<file path="src/shared/shcp_map.svh">
`ifndef SHCP_MAP_SVH
`define SHCP_MAP_SVH
// command opcodes, upper nibble of the first byte
`define SHCP_OP_WAKE_FAST      4'h0
`define SHCP_OP_WAKE_SOFT      4'h1
`define SHCP_OP_SLEEP_FAST     4'h2
`define SHCP_OP_SLEEP_SOFT     4'h3
`define SHCP_OP_PLAY           4'h4
`define SHCP_OP_START          4'h5
`define SHCP_OP_PHRASE_SELECT  4'h6
`define SHCP_OP_STOP           4'h7
`define SHCP_OP_SILENCE_INSERT 4'h8
`define SHCP_OP_LOOP_SET       4'h9
`define SHCP_OP_LOOP_CLEAR     4'ha
`define SHCP_OP_GAIN_SET       4'hb
`define SHCP_OP_PAN            4'hc
// field positions
`define SHCP_OP_HI   7
`define SHCP_OP_LO   4
`define SHCP_MASK_HI 3
`define SHCP_MASK_LO 0
`define SHCP_LEVEL_HI 4
// serial-mode roles of the shared data lines
`define SHCP_PIN_SDI  7
`define SHCP_PIN_SCK  6
`define SHCP_PIN_SSEL 4
// status byte layout
`define SHCP_STAT_BUSY_LO 4
`define SHCP_STAT_READY_LO 0
// processing time of one command in clk cycles
`define SHCP_PROC_CYCLES 4'h8
`define SHCP_BIT_LAST    3'h7
`endif

</file>
<file path="src/shared/shcp_pkg.sv">
package shcp_pkg;
  typedef enum logic [1:0] {
    SHCP_IDLE  = 2'b00,
    SHCP_ARG1  = 2'b01,
    SHCP_ARG2  = 2'b10
  } shcp_state_type;
endpackage

</file>
<file path="src/hdl/shcp_sync.sv">
`timescale 1ns/1ns
// ------------------------------------------------------------
// two-flop synchroniser for one pin level
// ------------------------------------------------------------
module shcp_sync (
  input  wire logic clk,
  input  wire logic reset_n,
  input  wire logic pinIn,
  output logic      pinSync
);
  logic stage1;
  logic next_stage1;
  logic next_pinSync;

  // first flop feeds only the second
  always_comb begin
    next_stage1  = reset_n ? pinIn : 1'b1;
    next_pinSync = reset_n ? stage1 : 1'b1;
  end

  always_ff @(posedge clk) begin
    stage1  <= next_stage1;
    pinSync <= next_pinSync;
  end
endmodule

</file>
<file path="src/hdl/shcp_host_port.sv">
`timescale 1ns/1ns
`include "shcp_map.svh"
module shcp_host_port
  import shcp_pkg::*;
(
  input  wire logic       clk,
  input  wire logic       reset_n,
  input  wire logic       chipSelect_n,
  input  wire logic       write_n,
  input  wire logic       read_n,
  input  wire logic       serialMode,
  input  wire logic [7:0] dataIn,
  output logic      [7:0] dataOut,
  output logic            dataOe_n,
  output logic            serialOut,
  output logic      [3:0] chanStatus,
  input  wire logic [3:0] playDone,
  output logic            poweredUp,
  output logic            softPower,
  output logic      [3:0] playing,
  output logic      [3:0] loopMode,
  output logic      [3:0] playStrobe,
  output logic      [7:0] phrase0,
  output logic      [7:0] phrase1,
  output logic      [7:0] phrase2,
  output logic      [7:0] phrase3,
  output logic      [3:0] silenceStrobe,
  output logic      [7:0] silenceLength,
  output logic      [4:0] volume0,
  output logic      [4:0] volume1,
  output logic      [4:0] volume2,
  output logic      [4:0] volume3,
  output logic      [4:0] panLeft,
  output logic      [4:0] panRight,
  output logic      [3:0] panStrobe
);
  // ------------------------------------------------------------
  // pin synchronisers
  // ------------------------------------------------------------
  logic [11:0] rawPins;
  logic [11:0] syncPins;
  assign rawPins = {chipSelect_n, write_n, read_n, serialMode, dataIn};

  genvar gi;
  generate
    for (gi = 0; gi < 12; gi++) begin : g_sync
      shcp_sync u_sync (
        .clk     (clk),
        .reset_n (reset_n),
        .pinIn   (rawPins[gi]),
        .pinSync (syncPins[gi])
      );
    end
  endgenerate

  logic       csN, wrN, rdN, serSel;
  logic [7:0] pinData;
  assign {csN, wrN, rdN, serSel, pinData} = syncPins;
  // shared pins in serial mode: D7 data in, D6 shift clock, D4 status select
  logic sckLvl, sdiLvl, statSel;
  assign sdiLvl  = pinData[`SHCP_PIN_SDI];
  assign sckLvl  = pinData[`SHCP_PIN_SCK];
  assign statSel = pinData[`SHCP_PIN_SSEL];

  // ------------------------------------------------------------
  // edge detection and serial shift
  // ------------------------------------------------------------
  logic       csPrev, wrPrev, sckPrev;
  logic       edgeFall;                 // 1: capture on falling shift edge
  logic [7:0] shiftIn;
  logic [7:0] shiftOut;
  logic       next_edgeFall;
  logic [7:0] next_shiftIn, next_shiftOut;
  logic       csFall, wrRise, sckRise, sckFall, capEdge, rdActive;
  logic       byteValid;
  logic [7:0] byteIn;
  logic [7:0] statusByte;

  assign csFall   = csPrev & ~csN;
  assign wrRise   = ~csN & ~wrPrev & wrN;
  assign sckRise  = ~sckPrev & sckLvl;
  assign sckFall  = sckPrev & ~sckLvl;
  assign capEdge  = edgeFall ? sckFall : sckRise;
  assign rdActive = ~csN & ~rdN;
  assign byteValid = wrRise;
  assign byteIn    = serSel ? shiftIn : pinData;

  // edge choice latched at select fall; shift registers move on chosen edge
  always_comb begin
    next_edgeFall = csFall ? sckLvl : edgeFall;
    next_shiftIn  = shiftIn;
    next_shiftOut = shiftOut;
    if (serSel && !csN && !wrN && capEdge && !csFall) begin
      next_shiftIn = {shiftIn[6:0], sdiLvl};
    end
    if (csFall || !rdActive) begin
      next_shiftOut = statusByte;                                // reload per read frame
    end else if (serSel && capEdge) begin
      next_shiftOut = {shiftOut[6:0], 1'b1};
    end
    if (!reset_n) begin
      next_edgeFall = 1'b0;
      next_shiftIn  = 8'h00;
      next_shiftOut = 8'hff;
    end
  end

  always_ff @(posedge clk) begin
    csPrev   <= reset_n ? csN : 1'b1;
    wrPrev   <= reset_n ? wrN : 1'b1;
    sckPrev  <= reset_n ? sckLvl : 1'b1;                         // matches sync reset, no false edge
    edgeFall <= next_edgeFall;
    shiftIn  <= next_shiftIn;
    shiftOut <= next_shiftOut;
  end

  // ------------------------------------------------------------
  // command decoder
  // ------------------------------------------------------------
  shcp_state_type state, next_state;
  logic [3:0] op, next_op;
  logic [3:0] mask, next_mask;
  logic [3:0] procCount, next_procCount;
  logic       next_poweredUp, next_softPower;
  logic [3:0] next_playing, next_loopMode, next_playStrobe;
  logic [3:0] pending, next_pending;                             // phrase stored, not started
  logic [7:0] next_phrase [4];
  logic [4:0] next_volume [4];
  logic [3:0] next_silenceStrobe, next_panStrobe;
  logic [7:0] next_silenceLength;
  logic [4:0] next_panLeft, next_panRight;
  logic [7:0] phraseArr [4];
  logic [4:0] levelArr [4];
  logic [3:0] cmdMask;
  logic [3:0] cmdOp;
  assign cmdOp   = byteIn[`SHCP_OP_HI:`SHCP_OP_LO];
  assign cmdMask = byteIn[`SHCP_MASK_HI:`SHCP_MASK_LO];
  assign phrase0 = phraseArr[0];
  assign phrase1 = phraseArr[1];
  assign phrase2 = phraseArr[2];
  assign phrase3 = phraseArr[3];
  assign volume0 = levelArr[0];
  assign volume1 = levelArr[1];
  assign volume2 = levelArr[2];
  assign volume3 = levelArr[3];

  // decode first bytes and gather argument bytes
  always_comb begin
    next_state         = state;
    next_op            = op;
    next_mask          = mask;
    next_procCount     = (procCount != 4'h0) ? procCount - 4'h1 : 4'h0;
    next_poweredUp     = poweredUp;
    next_softPower     = softPower;
    next_playing       = playing & ~playDone & ~playStrobe | playStrobe;
    next_loopMode      = loopMode & (playing & ~playDone);
    next_playStrobe    = 4'h0;
    next_pending       = pending;
    next_silenceStrobe = 4'h0;
    next_panStrobe     = 4'h0;
    next_silenceLength = silenceLength;
    next_panLeft       = panLeft;
    next_panRight      = panRight;
    for (int i = 0; i < 4; i++) begin
      next_phrase[i] = phraseArr[i];
      next_volume[i] = levelArr[i];
    end
    if (byteValid) begin
      next_procCount = `SHCP_PROC_CYCLES;
      unique case (state)
        SHCP_IDLE: begin
          next_op   = cmdOp;
          next_mask = cmdMask;
          case (cmdOp)
            `SHCP_OP_WAKE_FAST, `SHCP_OP_WAKE_SOFT: begin
              next_poweredUp = 1'b1;
              next_softPower = cmdOp[0];
            end
            `SHCP_OP_SLEEP_FAST, `SHCP_OP_SLEEP_SOFT: begin
              next_poweredUp = 1'b0;
              next_softPower = cmdOp[0];
            end
            `SHCP_OP_START: begin
              next_playStrobe = cmdMask & pending;
              next_pending    = pending & ~cmdMask;
            end
            `SHCP_OP_STOP: begin
              next_playing  = next_playing & ~cmdMask;
              next_loopMode = next_loopMode & ~cmdMask;
            end
            `SHCP_OP_LOOP_SET: begin
              next_loopMode = next_loopMode | (cmdMask & playing);
            end
            `SHCP_OP_LOOP_CLEAR: begin
              next_loopMode = next_loopMode & ~cmdMask;
            end
            `SHCP_OP_PLAY, `SHCP_OP_PHRASE_SELECT, `SHCP_OP_SILENCE_INSERT,
            `SHCP_OP_GAIN_SET, `SHCP_OP_PAN: begin
              next_state = SHCP_ARG1;
            end
            default: next_state = SHCP_IDLE;
          endcase
        end
        SHCP_ARG1: begin
          next_state = SHCP_IDLE;
          case (op)
            `SHCP_OP_PLAY, `SHCP_OP_PHRASE_SELECT: begin
              for (int i = 0; i < 4; i++) begin
                if (mask[i]) begin
                  next_phrase[i] = byteIn;
                end
              end
              if (op == `SHCP_OP_PLAY) begin
                next_playStrobe = mask;
              end else begin
                next_pending = pending | mask;
              end
            end
            `SHCP_OP_SILENCE_INSERT: begin
              next_silenceLength = byteIn;
              next_silenceStrobe = mask;
            end
            `SHCP_OP_GAIN_SET: begin
              for (int i = 0; i < 4; i++) begin
                if (mask[i]) begin
                  next_volume[i] = byteIn[`SHCP_LEVEL_HI:0];
                end
              end
            end
            default: begin
              next_panLeft = byteIn[`SHCP_LEVEL_HI:0];
              next_state   = SHCP_ARG2;
            end
          endcase
        end
        SHCP_ARG2: begin
          next_panRight  = byteIn[`SHCP_LEVEL_HI:0];
          next_panStrobe = mask;
          next_state     = SHCP_IDLE;
        end
        default: next_state = SHCP_IDLE;
      endcase
    end
    if (!reset_n) begin
      next_state         = SHCP_IDLE;
      next_op            = 4'h0;
      next_mask          = 4'h0;
      next_procCount     = 4'h0;
      next_poweredUp     = 1'b0;
      next_softPower     = 1'b0;
      next_playing       = 4'h0;
      next_loopMode      = 4'h0;
      next_playStrobe    = 4'h0;
      next_pending       = 4'h0;
      next_silenceStrobe = 4'h0;
      next_panStrobe     = 4'h0;
      next_silenceLength = 8'h00;
      next_panLeft       = 5'h00;
      next_panRight      = 5'h00;
      for (int i = 0; i < 4; i++) begin
        next_phrase[i] = 8'h00;
        next_volume[i] = 5'h00;
      end
    end
  end

  always_ff @(posedge clk) begin
    state         <= next_state;
    op            <= next_op;
    mask          <= next_mask;
    procCount     <= next_procCount;
    poweredUp     <= next_poweredUp;
    softPower     <= next_softPower;
    playing       <= next_playing;
    loopMode      <= next_loopMode;
    playStrobe    <= next_playStrobe;
    pending       <= next_pending;
    silenceStrobe <= next_silenceStrobe;
    panStrobe     <= next_panStrobe;
    silenceLength <= next_silenceLength;
    panLeft       <= next_panLeft;
    panRight      <= next_panRight;
    for (int i = 0; i < 4; i++) begin
      phraseArr[i] <= next_phrase[i];
      levelArr[i]  <= next_volume[i];
    end
  end

  // ------------------------------------------------------------
  // status and pin outputs
  // ------------------------------------------------------------
  logic       busyCmd;
  logic [3:0] busyN, readyN;
  logic [7:0] next_dataOut;
  logic       next_dataOe_n, next_serialOut;
  logic [3:0] next_chanStatus;
  assign busyCmd    = (procCount != 4'h0);
  assign busyN      = busyCmd ? 4'h0 : ~playing;
  assign readyN     = busyCmd ? 4'h0 : ~pending;
  assign statusByte = {busyN, readyN};

  // enable is low while driving; parallel reads only
  always_comb begin
    next_dataOut    = statusByte;
    next_dataOe_n   = ~(rdActive & ~serSel);
    next_serialOut  = shiftOut[7];
    next_chanStatus = statSel ? busyN : readyN;
    if (!reset_n) begin
      next_dataOut    = 8'h00;
      next_dataOe_n   = 1'b1;
      next_serialOut  = 1'b1;
      next_chanStatus = 4'h0;
    end
  end

  always_ff @(posedge clk) begin
    dataOut    <= next_dataOut;
    dataOe_n   <= next_dataOe_n;
    serialOut  <= next_serialOut;
    chanStatus <= next_chanStatus;
  end
endmodule

</file>
<file path="config.mk">
export PLATFORM = sky130hd
export DESIGN_NAME = shcp_host_port
export DESIGN_NICKNAME = d
export VERILOG_FILES = /design/src/shared/shcp_pkg.sv /design/src/hdl/shcp_sync.sv /design/src/hdl/shcp_host_port.sv
export VERILOG_INCLUDE_DIRS = /design/src /design/src/shared
export SDC_FILE = /design/constraint.sdc
export NUM_CORES = 1
export LEC_CHECK = 0
export BUFFER_PORTS_ARGS = -buffer_cell sky130_fd_sc_hd__buf_2
export CORE_MARGIN = 10
export CORE_UTILIZATION = 54
export CTS_CLUSTER_SIZE = 24
export DETAILED_ROUTE_END_ITERATION = 12
export PLACE_DENSITY = 0.75
export SLEW_MARGIN = 20
export SYNTH_ARGS = -nofsm -noshare
export SYNTH_HDL_FRONTEND = slang
export SYNTH_SLANG_ARGS = --single-unit
</file>
<file path="constraint.sdc">
create_clock -name clk -period 2.6 [get_ports clk]
set_clock_uncertainty 0.2 [all_clocks]
set_input_delay 0.52 -clock clk [delete_from_list [all_inputs] [get_ports clk]]
set_output_delay 0.52 -clock clk [all_outputs]
set_load 0.05 [all_outputs]
</file>
==> summary.txt <==
Route
  – Routed wl met2: 7850 um
  – Residual DRC: 0
  – Initial DRT Pass Iterations: 4
  – Detailed Route WL: 15,500 um
  – Vias: 4,938
  – DRT iter0 DRCs: 384
  – Final ANT Viol Nets: 0
  – WL met1: 6280 um
  – DR vias/cell: 5.52
  – DR top layer: met4
  – Metal3 WL: 1120 um
  – Routed wire length per instance: 17.3 um

STA
  – Final setup viols: 0
  – Slew Viols, Final: 0
  – Worst hold slack: 0.0751 ns
  – Fmax: 0.426 GHz
  – Final setup margin: 0.251 ns
  – Rel. slew slack: 49.9%
  – Final hold violation count: 0
  – Final Cycle Share: 90.4%
  – Crit path time final: 2.35 ns
  – Worst-Margin Slew: 0.751 ns
  – Fin Setup TNS: 0 ns
  – Unrepaired setup endpoints after global routing: no

Floorplan
  – Die outline width: 126 um
  – IO Pins: 124
  – Core area: 0.0110 mm2
  – Die area: 0.0160 mm2
  – Floorplan row count: 38
  – Initial Util: 55.7%
  – DIE HEIGHT: 126 um

Cells and area
  – Antenna diode instance count: 0
  – Area grow syn2layout: 21.4%
  – Fraction of layout instances using a drive strength above 1: 25.4%
  – Nets@finish: 762
  – Final core utilization: 67.6%

Min path
  – HP Start: dataIn[6]
  – HP Class: input port to register
  – Hold path endpoint: g_sync[6].u_sync.stage1
  – Hold path depth: 2

GRT
  – Total track usage: 18.9%
  – Antenna violations before repair: 0
  – Grt ovf: 0
  – First-pass GRT wire length: 24,700 um
  – Largest net degree at the start of global routing: 70
  – Vias in the first global route: 4,864

Outcome
  – Outcome: finished, final reports clean

Clock tree
  – Root Driver: clkbuf_16
  – H-tree depth: 4
  – Clk_lat worst skew: 0.43 ns
  – CTS Hold Bufs: 0
  – CTS tree: done
  – Post-cts repair resize count: 0
  – Clock transition at the registers of the reported paths: 0.06 ns
  – TritonCTS buffer count: 17
  – CTS Sinks: 168
  – Clock buffer depth: 2
  – Post-CTS Setup Bufs: 0

Synth
  – Register area share after synthesis: 55.0%
  – Mapped cell area: 0.00612 mm2
  – Synthesized Nets: 644
  – Most numerous cell in the Yosys netlist: dfxtp_1
  – Syn avg cell area: 9.80 um2
  – Synth cell count leaders: dfxtp_1, nor2_1, a211oi_1
  – Cell accounting for the most synthesized area: dfxtp_1
  – Top_reg_cell synth: dfxtp_1
  – FF+latch count, synth: 168
  – Top cell type's share of synthesized area: 55.0%
  – Post-synth EDFFs: 0
  – Count of cell types in the netlist: 54
  – Post-synth ARST share: 0%
  – Yosys warning count: 0
  – Synth Instances: 624
  – Synth area leaders: dfxtp_1, a211oi_1, nor2_1

Placement
  – Port buffer count: 123
  – Post-DP HPWL: 10,900 um
  – RePlAce Congestion: 0.816
  – Pre-CTS setup slack: 0.243 ns

Power and ir drop
  – PwrDens: 851 mW/mm2
  – Worst IR Drop VDD: 0.673 mV
  – Leak pwr: 0.00314 uW

Worst setup path
  – CP Class: register to register
  – Worst path required time: 2.72 ns
  – Arrival time worst endpoint: 2.47 ns
  – Worst setup EP type: register
  – Worst reg2reg endpoint: phraseArr[0][0]
  – R2R setup slack: 0.25 ns
  – Reg2reg start: g_sync[11].u_sync.pinSync
  – Crit Path Max Fanout: 16
  – Setup crit start kind: register
  – Depth of the worst register-to-register path: 5

Run
  – Max-cap viol count: 0
final cells by class:
type                       instances  area [um2]
clock buffer                      20         447
fill                             872        3560
inverter                           8        30.0
multi-input combinational        404        2470
clock inverter                    12         175
tap                              140         175
sequential                       168        3360
timing repair buffer             143         766
flip-flops by register name, indices dropped and copies added (netlist names), 5 cells and up:
name                   count
phraseArr                 32
levelArr                  20
g_sync.u_sync.pinSync     12
g_sync.u_sync.stage1      12
dataOut                    8
shiftIn                    8
shiftOut                   8
silenceLength              8
panLeft                    5
panRight                   5
where the power goes:
group          internal (uW)  switching [uW]
Sequential              2760            80.4
Clock                   1630             997
Combinational            250             599
per-layer routing:
metal / up-vias / track usage, %
li1: 2430 / -
met1: 2341 / 21.7
met2: 146 / 32.2
met3: 21 / 5.91
met4: 0 / 7.10
met5: - / 0
layout by cell type (no fill, tap or decap), types with 4 or more instances in the layout:
master	n
a211oi_1	59
a21oi_1	37
a32oi_1	4
and2_1	10
and3_1	5
buf_2	123
buf_4	20
bufinv_16	4
clkbuf_16	17
dfxtp_1	168
inv_1	7
mux2_2	5
mux2i_1	27
nand2_1	39
nand2b_1	30
nand3_1	20
nor2_1	88
nor2b_1	11
nor3_1	7
o21ai_0	8
o221ai_1	8
or3_1	5
through the flow:
| stage | power [uW] | cell area (um2) | cells |
|---|---|---|---|
| after floorplan | 3530 | 6120 | 624 |
| after global placement | 3710 | 6800 | 863 |
| after detailed placement | 3750 | 6800 | 863 |
| after CTS | 6340 | 7430 | 895 |
| after global routing | 6540 | 7430 | 895 |
| final | 6320 | 7430 | 895 |
worst max-delay path by stage:
| stage | startpoint | endpoint | slack, ns | cells after the start |
|---|---|---|---|---|
| floorplan | g_sync[11].u_sync.pinSync | loopMode[1] | 0.64 | 6 |
| global placement | g_sync[11].u_sync.pinSync | phraseArr[3][5] | 0.37 | 5 |
| detailed placement | g_sync[11].u_sync.pinSync | phraseArr[0][0] | 0.24 | 5 |
| CTS | g_sync[11].u_sync.pinSync | phraseArr[0][0] | 0.21 | 5 |
| global route | g_sync[11].u_sync.pinSync | phraseArr[0][0] | 0.07 | 5 |
| finish | g_sync[11].u_sync.pinSync | phraseArr[0][0] | 0.25 | 5 |
kinds of logic (layout without fill, tap and decap cells):
| family | Yosys count | in the layout | share of synthesized area [%] |
|---|---|---|---|
| AO/OA/AOI/OAI | 130 | 130 | 14.7 |
| XOR/XNOR | 2 | 2 | 0.286 |
| adder cells (fa/ha/maj) | 2 | 2 | 0.409 |
| buffers and inverters | 52 | 183 | 4.62 |
| flip-flops | 168 | 168 | 55.0 |
| multiplexers | 33 | 33 | 5.52 |
| AND/OR/NAND/NOR | 237 | 237 | 19.5 |
worst max-delay path: stages, from the launching register on:
cell	delay [ns]
dfxtp_1	0.34
or3b_4	0.51
nor3_2	0.32
and2_1	0.50
nor2_1	0.11
a211oi_1	0.26
(Power assumes the default switching activity.)
